<file path="config.mk">
export PLATFORM = sky130hd
export DESIGN_NAME = dewq_range_match
export DESIGN_NICKNAME = d
export VERILOG_FILES = /design/src/logic/dewq_pkg.sv /design/src/logic/dewq_range_match.sv
export SDC_FILE = /design/constraint.sdc
export NUM_CORES = 1
export LEC_CHECK = 0
export BUFFER_PORTS_ARGS = -buffer_cell sky130_fd_sc_hd__buf_2
export CAP_MARGIN = 10
export CORE_ASPECT_RATIO = 1.75
export CORE_UTILIZATION = 49
export DETAILED_ROUTE_END_ITERATION = 8
export PLACE_DENSITY = 0.82
export SLEW_MARGIN = 30
export SYNTH_ARGS = -nofsm -noshare
export SYNTH_HDL_FRONTEND = slang
export SYNTH_SLANG_ARGS = --single-unit
</file>
<file path="constraint.sdc">
create_clock -name vclk -period 2.05
set_input_delay 0.205 -clock vclk [all_inputs]
set_output_delay 0.205 -clock vclk [all_outputs]
set_load 0.03 [all_outputs]
</file>
<file path="src/logic/dewq_pkg.sv">
`default_nettype none
package dewq_pkg;
  localparam int ADDR_W       = 32;
  localparam int ID_W         = 4;
  localparam int TYPE_W       = 4;
  localparam int LEN_W        = 8;
  localparam int NUM_RANGES   = 2;
  localparam int RANGE_IDX_W  = 1;
  // Bus width select: 0 = 16-bit bus, 1 = 32-bit bus
  localparam logic [1:0] QBYTES_16 = 2'h2;
  localparam logic [2:0] QBYTES_32 = 3'h4;
  localparam logic [1:0] ALIGN_MASK_16 = 2'h1;
  localparam logic [1:0] ALIGN_MASK_32 = 2'h3;
  localparam logic [ADDR_W-1:0] ADDR_ZERO = 32'h0000_0000;
  localparam logic [LEN_W-1:0]  LEN_ZERO  = 8'h00;
  localparam logic [ID_W-1:0]   ID_ZERO   = 4'h0;
  localparam logic [TYPE_W-1:0] TYPE_ZERO = 4'h0;
  typedef enum logic [1:0]
  {
    DEWQ_RESP_OKAY = 2'h0,
    DEWQ_RESP_ERR  = 2'h2
  } dewq_resp_type;
  typedef enum logic [2:0]
  {
    DEWQ_IDLE = 3'h1,
    DEWQ_RESP = 3'h2,
    DEWQ_HOLD = 3'h4
  } dewq_state_type;
endpackage : dewq_pkg
`default_nettype wire

</file>
<file path="src/logic/dewq_range_match.sv">
`default_nettype none
module dewq_range_match
(
  input  wire logic                          ecc_enable_in,
  input  wire logic [dewq_pkg::NUM_RANGES-1:0] range_enable_in,
  input  wire logic [dewq_pkg::NUM_RANGES*dewq_pkg::ADDR_W-1:0] range_lo_in,
  input  wire logic [dewq_pkg::NUM_RANGES*dewq_pkg::ADDR_W-1:0] range_hi_in,
  input  wire logic [dewq_pkg::ADDR_W-1:0]   addr_in,
  output logic                               protected_out
);
  // Combinational range test; inclusive low and high bounds
  always_comb
  begin
    protected_out = 1'b0;
    for (int i = 0; i < dewq_pkg::NUM_RANGES; i++)
    begin
      if (ecc_enable_in && range_enable_in[i]
          && addr_in >= range_lo_in[i*dewq_pkg::ADDR_W +: dewq_pkg::ADDR_W]
          && addr_in <= range_hi_in[i*dewq_pkg::ADDR_W +: dewq_pkg::ADDR_W])
      begin
        protected_out = 1'b1;
      end
    end
  end
endmodule // dewq_range_match
`default_nettype wire

</file>
# [Word-level counts from Yosys, hierarchy flattened]
# Index checks and enable logic that the tools add are counted.
# Widths: inputs -> output; s select.
[totals] ram_bits=0 romBits=0 in_bits=163 latch_bits=0 memories=0 wordCells=12 regBits=0
[classes] eq_ne=0 div=0 n_bitwise=0 n_mul=0 reduce_logical=6 n_shift=0 n_mux=2 add_sub_neg=0 order_cmp=4
[ops] operator="$ge 32x32->1" count=2
[ops] operator="$le 32x32->1" count=2
[ops] operator="$logic_and 1x1->1" count=6
[ops] operator="$mux 1" count=2

# [Logic depth before layout (Yosys ltp)]
# Gate-level depths: netlist of the first run.
[logic_depth] depth_word=5 ltp_mapped=9 depth_no_buf=9

# [Worst setup path after synthesis of the first run]
# OpenSTA, ideal clock, no wires.
[synth_timing] path_type="in2out" from="input port range_hi_in[11] in the netlist's numbering" to="output port protected_out" cell_stages=9 path_slack_ns=-0.070 path_buffers=0 arrival_ns=1.915 cell_sequence="inv_1 > ha_1 > a21oi_1 > o21a_1 > o2bb2ai_1 > a2111oi_0 > o211ai_1 > o21a_1 > o22ai_1"
[synth_between] elab_chain_cells=4
[synth_rtl] element="start: declaration" line="dewq_range_match.sv:7" rtl="input wire logic [dewq_pkg::NUM_RANGES*dewq_pkg::ADDR_W-1:0] range_hi_in,"
[synth_rtl] element="$le 32x32->1" line="dewq_range_match.sv:19" rtl="&& addr_in <= range_hi_in[i*dewq_pkg::ADDR_W +: dewq_pkg::ADDR_W])"
[synth_rtl] element="$logic_and 1x1->1" line="dewq_range_match.sv:19"
[synth_rtl] element="$mux 1 (2 in a row)" line="dewq_range_match.sv:17" rtl="if (ecc_enable_in && range_enable_in[i]"
[synth_rtl] element="end: declaration" line="dewq_range_match.sv:9" rtl="output logic protected_out"
# No other way between the ends.

# [Worst setup path in the final report of the first run]
[layout_timing] from="input port addr_in[0] in the netlist's numbering" to="output port protected_out"
[layout_between] elab_chain_cells=5
[layout_rtl] element="start: declaration" line="dewq_range_match.sv:8" rtl="input wire logic [dewq_pkg::ADDR_W-1:0] addr_in,"
[layout_rtl] element="$ge 32x32->1" line="dewq_range_match.sv:18" rtl="&& addr_in >= range_lo_in[i*dewq_pkg::ADDR_W +: dewq_pkg::ADDR_W]"
[layout_rtl] element="$logic_and 1x1->1" line="dewq_range_match.sv:18"
[layout_rtl] element="$logic_and 1x1->1" line="dewq_range_match.sv:19"
[layout_rtl] element="$mux 1" line="dewq_range_match.sv:17"
[layout_rtl] element="$mux 1 (*)" line="dewq_range_match.sv:17"
# Every way passes the cells marked *; elsewhere a longest branch is shown, timed or not.

==> results of run 1 <==
repair_timing:
item                                    in CTS  in global routing
pin swaps                                   30                 27
gates resized for setup                     69                 39
endpoints found under the setup margin       1                  1
buffers inserted                             6                  4
worst min path at each step:
| stage | from | to | slack (ps) | cells past startpoint |
|---|---|---|---|---|
| final | range_enable_in[0] | protected_out | 1040 | 7 |
| after global routing | range_enable_in[0] | protected_out | 1120 | 7 |
| after CTS | range_enable_in[0] | protected_out | 1050 | 7 |
| after detailed placement | range_enable_in[0] | protected_out | 1060 | 7 |
| after global placement | range_enable_in[0] | protected_out | 1050 | 7 |
| after floorplan | range_enable_in[0] | protected_out | 830 | 5 |
per-layer routing:
layer / GRT usage [%] / vias to the layer above
li1: - / 2003
met1: 29.4 / 1877
met2: 72.0 / 251
met3: 2.72 / 86
met4: 16.1 / 0
met5: 0 / -
kinds of logic after synthesis:
kind of cell	Yosys count	synth area share (%)
buf+inv	127	14.9
compound gates	110	22.1
fa+ha+maj	128	50.1
simple gates	87	12.8
cell type report:
type                            instances  share of cell area (%)
Inverter                              127                    9.32
Multi-Input combinational cell        325                    62.7
Tap cell                               80                    1.95
Timing Repair Buffer                  221                    26.0
critical path, cell delays in order:
cell	delay (ps)
buf_6	80
inv_4	30
ha_1	260
nand2b_1	140
a21oi_1	250
o21ai_0	200
a21oi_1	200
buf_4	170
o31ai_4	60
buf_4	150
a31oi_2	150
o22ai_2	120
buf_6	150
Yosys cell counts, drive strengths merged:
cell type | number | area [um^2]
a2111oi | 4 | 47.6
a211o | 1 | 8.76
a211oi | 3 | 22.5
a21bo | 1 | 10.0
a21boi | 2 | 15.0
a21o | 16 | 120
a21oi | 48 | 248
a221oi | 2 | 35.0
a22oi | 1 | 7.51
a31oi | 3 | 18.8
and4 | 3 | 26.3
ha | 128 | 1600
inv | 127 | 477
nand2 | 36 | 135
nand2b | 1 | 6.26
nand3 | 6 | 30.0
nand4 | 16 | 100
nor2 | 17 | 63.8
nor2b | 2 | 12.5
nor3 | 2 | 10.0
nor4 | 4 | 25.0
o211ai | 4 | 30.0
o21a | 2 | 15.0
o21ai | 19 | 95.1
o22ai | 1 | 6.26
o2bb2ai | 1 | 8.76
o31ai | 1 | 7.51
o41a | 1 | 11.3
power by group through the flow:
stage          Sequential [W]  Clock, W  Combinational (W)
2_1_floorplan               0         0           0.000451
3_3_place_gp                0         0           0.000817
3_5_place_dp                0         0           0.000867
4_1_cts                     0         0           0.000972
5_1_grt                     0         0            0.00123
6_report                    0         0            0.00112
metrics by stage:
| stage | util [%] | TNS (ps) |
|---|---|---|
| after global routing | 82.6 | -325 |
| after floorplan | - | 0 |
| after global placement | 72.0 | -367 |
| after detailed placement | 72.0 | -330 |
| final | 82.6 | -317 |
| after CTS | 78.7 | -115 |
==> impl_metrics.toml, run 1 <==
[synth]
synthesis.nets = 743
ys_types = 32
ys_seq_area_share_pct = 0
netlist_area_um2 = 3190
avgSynthCellArea_um2 = 7.07
syn_inst = 452
yosysWarnings = 0

[final_layout]
multi_input_area_um2 = 3230
area_growth_pct = 61.0
clock_buffers = 0
drive_above_1_share_pct = 43.7
seq_area_um2 = 0
fin_area_um2 = 5140
nFlopsAndLatches = 0
diodes = 0
final_nets = 966
fill_cells = 398
final_cell_mix = "153 x buf_2, 113 x inv_1, 102 x ha_1, 55 x buf_4, 39 x a21oi_1"
fin_cells = 753
layout_commonest_cell = "buf_2"

[route]
wl_met2_mm = 7.21
drc = 0
drtPass1Iterations = 5
wl_met1_mm = 4.32
wl_met3_um = 688
drt-total-wl_mm = 13.2
highest_layer = "met4"
first_iter_violations = 174
avgRoutedWirePerCell_um = 17.5
ant_nets = 0
via_per_inst = 5.60
num_vias = 4217

[timing]
tightest_slew_ps = 360
grt_setup_unrepaired = "yes"
drv_slew = 0
setup_viol = 1
hold_viol = 0
finalWorstSetupSlack_ps = -317
hold_slack_ps = 1040
fmax_ghz = 0.422
max-slew-margin-rel_pct = 75.8
min_period_ps = 2370
period_share_pct = 115

[place]
placed_area_um2 = 4480
io_buffers = 164
pre_cts_ws_ps = -330
place_congestion = 0.888
dp_cells = 744
hpwl_mm = 9.06

[global_routing]
antenna_found_initial = 0
grt_max_degree = 5
grt_first_pass_wirelength_mm = 18.5
grt_usage_pct = 33.4
first_global_vias = 4423
grt.overflow.total = 0

[power_and_ir_drop]
pwr-share-seq_pct = 0
p_leak_nw = 3.05
power_switching_share_pct = 50.4
combinationalPowerShare_pct = 100.0
internal-power_w = 0.000557
p_total_w = 0.00112
p_switching_w = 0.000565
power_density_nw_per_um2 = 218
power_frac_clock_pct = 0
ir_drop_mv = 0.140

[critical_path]
critPathArrivalTime_ps = 2160
crit_path_end_kind = "output pin"
critPathRequiredTime_ps = 1850
crit_end = "protected_out"
path_max_fanout = 3
critical_path_class = "in -> out"
start_kind = "input port"
cp-startpoint = "addr_in[0]"

[floorplanning]
start_util_pct = 51.3
row_count = 38
core_um2 = 6230
die_w_um = 63.0
die_h_um = 109
design.portCount = 164
dieArea_um2 = 6860

[status]
status = "complete, but fails checks"
violations = "setup timing"

[min_path]
hold_class = "in -> out"

[cts]
cts.hold.buffers_added = 0

[run]
drv_cap = 0
Power figures use the tool's default switching activity.
==> run 2: changes to the inputs <==
--- a/config.mk
+++ b/config.mk
@@ -8,3 +8,3 @@
 export BUFFER_PORTS_ARGS = -buffer_cell sky130_fd_sc_hd__buf_2
-export CAP_MARGIN = 10
+export CAP_MARGIN = 20
 export CORE_ASPECT_RATIO = 1.75
@@ -17 +17,2 @@
 export SYNTH_SLANG_ARGS = --single-unit
+export TNS_END_PERCENT = 10
==> constraint.sdc (replaced) <==
create_clock -name vclk -period 2.05
set_input_delay 0.1025 -clock vclk [all_inputs]
set_output_delay 0.1025 -clock vclk [all_outputs]
set_load 0.03 [all_outputs]
==> run 2 against run 1 <==
Compared with the run above:
- the flow now finishes without violations
- critical path depth down 2
- clock-buffer cell count unchanged
- sequential share of layout area stayed put
==> impl_metrics.toml, run 2 (synthesized netlist as in run 1, its figures left out) <==
[status]
status = "finished, final reports clean"

[global_routing]
grt.overflow.total = 0
first_global_vias = 3804
grt_first_pass_wirelength_mm = 15.4
antenna_found_initial = 0
grt_usage_pct = 27.8
grt_max_degree = 5

[critical_path]
slowest_stage = "a2111oi_4"
cpPeakStageDelay_ps = 360
crit_chain = "buf_2 -> inv_2 -> ha_4 -> nand4_1 -> nor2_2 -> o2bb2ai_4 -> a2111oi_4 -> o211ai_1 -> o21a_1 -> o22ai_1 -> buf_4"
path_max_fanout = 2
crit_path_end_kind = "output pin"
critical_path_class = "in -> out"
start_kind = "input port"
critPathTopFamily = "compound AO/OA/AOI/OAI gates"
worst-path-buf-inv = 3
critPathRequiredTime_ps = 1950
critPathArrivalTime_ps = 1930

[floorplanning]
row_count = 38
design.portCount = 164
dieArea_um2 = 6860
die_h_um = 109
die_w_um = 63.0
start_util_pct = 51.3
core_um2 = 6230

[place]
place_congestion = 0.903
placed_area_um2 = 4210
io_buffers = 164
dp_cells = 709
hpwl_mm = 8.57

[min_path]
hold_start = "range_enable_in[0]"
whs_path_depth = 7
hold_end = "protected_out"
hold_class = "in -> out"

[timing]
setup_viol = 0
hold_viol = 0
period_share_pct = 99.0
max-slew-margin-rel_pct = 71.5
drv_slew = 0
tightest_slew_ps = 423
grt_setup_unrepaired = "yes"
fmax_ghz = 0.493
min_period_ps = 2030

[final_layout]
seq_area_um2 = 0
fill_cells = 443
area_growth_pct = 52.9
drive_above_1_share_pct = 41.0
final_cell_mix = "152 x buf_2, 115 x inv_1, 101 x ha_1, 36 x a21oi_1, 33 x nand2_1"
clock_buffers = 0
diodes = 0
nFlopsAndLatches = 0
fin_cells = 714
layout_commonest_cell = "buf_2"
fin_area_um2 = 4880
final_nets = 927

[route]
first_iter_violations = 89
drtPass1Iterations = 4
via_per_inst = 5.35
num_vias = 3819
ant_nets = 0
drc = 0
drt-total-wl_mm = 10.4
avgRoutedWirePerCell_um = 14.6

[power_and_ir_drop]
ir_drop_mv = 0.119
p_leak_nw = 2.88
power_density_nw_per_um2 = 203
p_total_w = 0.000992

[run]
drv_cap = 0

[cts]
cts.hold.buffers_added = 0
[run 2: cell count changes in the layout (fill, tap and decap cells not counted), moves of 2 or more]
cell     delta
nor4_4      +2
inv_1       +2
a21oi_1     -3
o21ai_0     +2
buf_4      -36
o21ai_1     -3
nor4_2      -2
a21oi_2     +4
[run 2: per-stage QoR]
stage | setup WS (ps) | hold slack, ps | TNS (ps) | util, %
after detailed placement | -186 | 844 | -186 | 67.6
final | 19.8 | 860 | 0 | 78.4
after floorplan | 135 | 649 | 0 | -
after CTS | 13.1 | 852 | 0 | 69.2
after global placement | -105 | 829 | -105 | 67.6
after global routing | -83.9 | 917 | -83.9 | 78.4
[run 2: cell type report]
| class | instances | area (um^2) | area share, % |
|---|---|---|---|
| Multi-Input combinational cell | 325 | 3270 | 67.0 |
| Timing Repair Buffer | 182 | 1040 | 21.2 |
| Inverter | 127 | 477 | 9.76 |
| Tap cell | 80 | 100 | 2.05 |
[run 2: worst max path at each step]
| stage | slack [ps] | end | cells past startpoint | start |
|---|---|---|---|---|
| floorplan | 130 | protected_out | 9 | range_hi_in[11] |
| global placement | -110 | protected_out | 10 | addr_in[9] |
| detailed placement | -190 | protected_out | 10 | addr_in[7] |
| CTS | 10 | protected_out | 12 | addr_in[0] |
| global route | -80 | protected_out | 10 | addr_in[7] |
| finish | 20 | protected_out | 11 | range_hi_in[10] |
[run 2: what timing repair did]
item / CTS / global route
endpoints found under the setup margin: 1 / 1
setup buffers: 1 / 4
resized for setup: 17 / 96
pin swaps: 8 / 36
[run 2: power by group]
group,internal [W],switching [W]
Sequential,0,0
Combinational,0.000486,0.000506
Clock,0,0
[run 2: per-layer routing]
metal	global-route usage, %	vias to the layer above	part of all wire [%]
met4	10.5	0	4.0
met2	59.3	151	57
met3	1.57	36	4.6
met1	26.5	1706	34
li1	-	1926	-
met5	0	-	0
==> run 3: changes to the inputs <==
- ABC_AREA: default -> 1
- CORE_UTILIZATION: 49 -> 50
- PLACE_DENSITY: 0.82 -> 0.83
==> run 3 against run 2 <==
Compared with the run above:
- hold slack got worse by 150 ps
- final area decreased by 11%
- synthesized cell count rose by 24%
- sequential share of layout area did not move
- worst setup slack improved by 240 ps
- first-iteration DRC count grew 40%
- critical endpoint unchanged
- largest cell class unchanged
- highest routed layer unchanged
==> impl_metrics.toml, run 3 <==
[status]
status = "finished, final reports clean"

[synth]
synth_area_leaders = "ha_1 47%, inv_1 17%, nand2_1 15%"
syn_inst = 559
synth_top_area_share_pct = 47.0
avgSynthCellArea_um2 = 6.10
synthesis.nets = 850
yosysMostFrequentCell = "inv_1"
yosysWarnings = 0
ys_types = 19
netlist_area_um2 = 3410
synth_area_leader_cell = "ha_1"
synth_commonest_cells = "150 x inv_1, 140 x nand2_1, 128 x ha_1"
ys_seq_area_share_pct = 0

[route]
first_iter_violations = 125
ant_nets = 0
drt-total-wl_mm = 8.78
drc = 0
via_per_inst = 4.84
num_vias = 3898
avgRoutedWirePerCell_um = 10.9
drtPass1Iterations = 6

[critical_path]
start_kind = "input port"
critPathRequiredTime_ps = 1950
critPathArrivalTime_ps = 1690
critical_path_class = "in -> out"
path_max_fanout = 4
crit_path_end_kind = "output pin"

[floorplanning]
die_h_um = 111
start_util_pct = 52.1
die_w_um = 64.4
core_um2 = 6540
design.portCount = 164
dieArea_um2 = 7160
row_count = 39

[timing]
hold_viol = 0
finalWorstSetupSlack_ps = 258
max-slew-margin-rel_pct = 80.4
tightest_slew_ps = 291
setup_viol = 0
min_period_ps = 1790
hold_slack_ps = 708
period_share_pct = 87.4
fmax_ghz = 0.558
grt_setup_unrepaired = "no"
drv_slew = 0
tns_ps = 0

[final_layout]
area_growth_pct = 27.1
seq_area_um2 = 0
final_cell_mix = "164 x buf_2, 150 x inv_1, 140 x nand2_1, 128 x ha_1, 59 x a21oi_1"
diodes = 0
nFlopsAndLatches = 0
drive_above_1_share_pct = 23.9
fin_area_um2 = 4330
layout_commonest_cell = "buf_2"
finish.utilization_pct = 66.2
fill_cells = 618
final_nets = 1016
clock_buffers = 0

[global_routing]
grt_usage_pct = 25.2
antenna_found_initial = 0
grt_max_degree = 5
grt.overflow.total = 0
grt_first_pass_wirelength_mm = 15.0
first_global_vias = 3993

[power_and_ir_drop]
power_density_nw_per_um2 = 183
power_frac_clock_pct = 0
p_switching_w = 0.000425
pwr-share-seq_pct = 0
ir_drop_mv = 0.0867
p_leak_nw = 2.99
internal-power_w = 0.000367
combinationalPowerShare_pct = 100.0
power_switching_share_pct = 53.6

[cts]
postCtsSetupBuffers = 0
cts.hold.buffers_added = 0
cts_resized = 0

[place]
placed_area_um2 = 4330
pre_cts_ws_ps = 269
io_buffers = 164
hpwl_mm = 8.32
place_congestion = 0.894

[run]
drv_cap = 0

[min_path]
hold_class = "in -> out"
## run 3: cell type report
cell class | count | area [um^2] | area share [%]
inverters | 155 | 582 | 13.4
well taps | 82 | 103 | 2.37
repair buffers | 164 | 821 | 18.9
multi-input cells | 404 | 2830 | 65.3
## run 3: cell families (layout without fill, tap and decap cells)
| family | after synthesis | after routing | share of synthesized area [%] |
|---|---|---|---|
| AND/OR/NAND/NOR | 193 | 193 | 22.8 |
| buffers and inverters | 155 | 319 | 17.1 |
| adder cells (fa/ha/maj) | 128 | 128 | 47.0 |
| AO/OA/AOI/OAI | 83 | 83 | 13.2 |
## run 3: per-layer routing
layer  global-route usage, %  wire length, um  vias to the layer above  part of all wire (%)
li1                        -                -                     2100                     -
met1                    23.3             3170                     1658                    36
met2                    54.4             5010                      116                    57
met3                   0.926              309                       24                   3.5
met4                    7.70              290                        0                   3.3
met5                       0                0                        -                     0
## run 3: path summary, 6_finish.rpt
| check | startpoint | to | slack (ps) | cells after the start |
|---|---|---|---|---|
| setup / recovery | addr_in[31] | protected_out | 260 | 11 |
| hold / removal | range_enable_in[0] | protected_out | 710 | 6 |
## run 3: power groups by stage
| stage | registers [W] | logic, W | clock network, W |
|---|---|---|---|
| 2_1_floorplan | 0 | 0.000479 | 0 |
| 3_3_place_gp | 0 | 0.000753 | 0 |
| 3_5_place_dp | 0 | 0.000792 | 0 |
| 4_1_cts | 0 | 0.000798 | 0 |
| 5_1_grt | 0 | 0.000935 | 0 |
| 6_report | 0 | 0.000792 | 0 |
## run 3: critical path, stage by stage
cell	delay [ps]
buf_2	130
ha_1	290
nand2_1	70
nor2_1	140
nand4_1	200
a21oi_1	200
nor2_1	70
a21oi_1	150
nand2_1	60
nand2_1	80
buf_2	200
## run 3: stage by stage
stage	instances	power, W
after floorplan	559	0.000479
after global placement	805	0.000753
after detailed placement	805	0.000792
after CTS	805	0.000798
after global routing	805	0.000935
final	805	0.000792
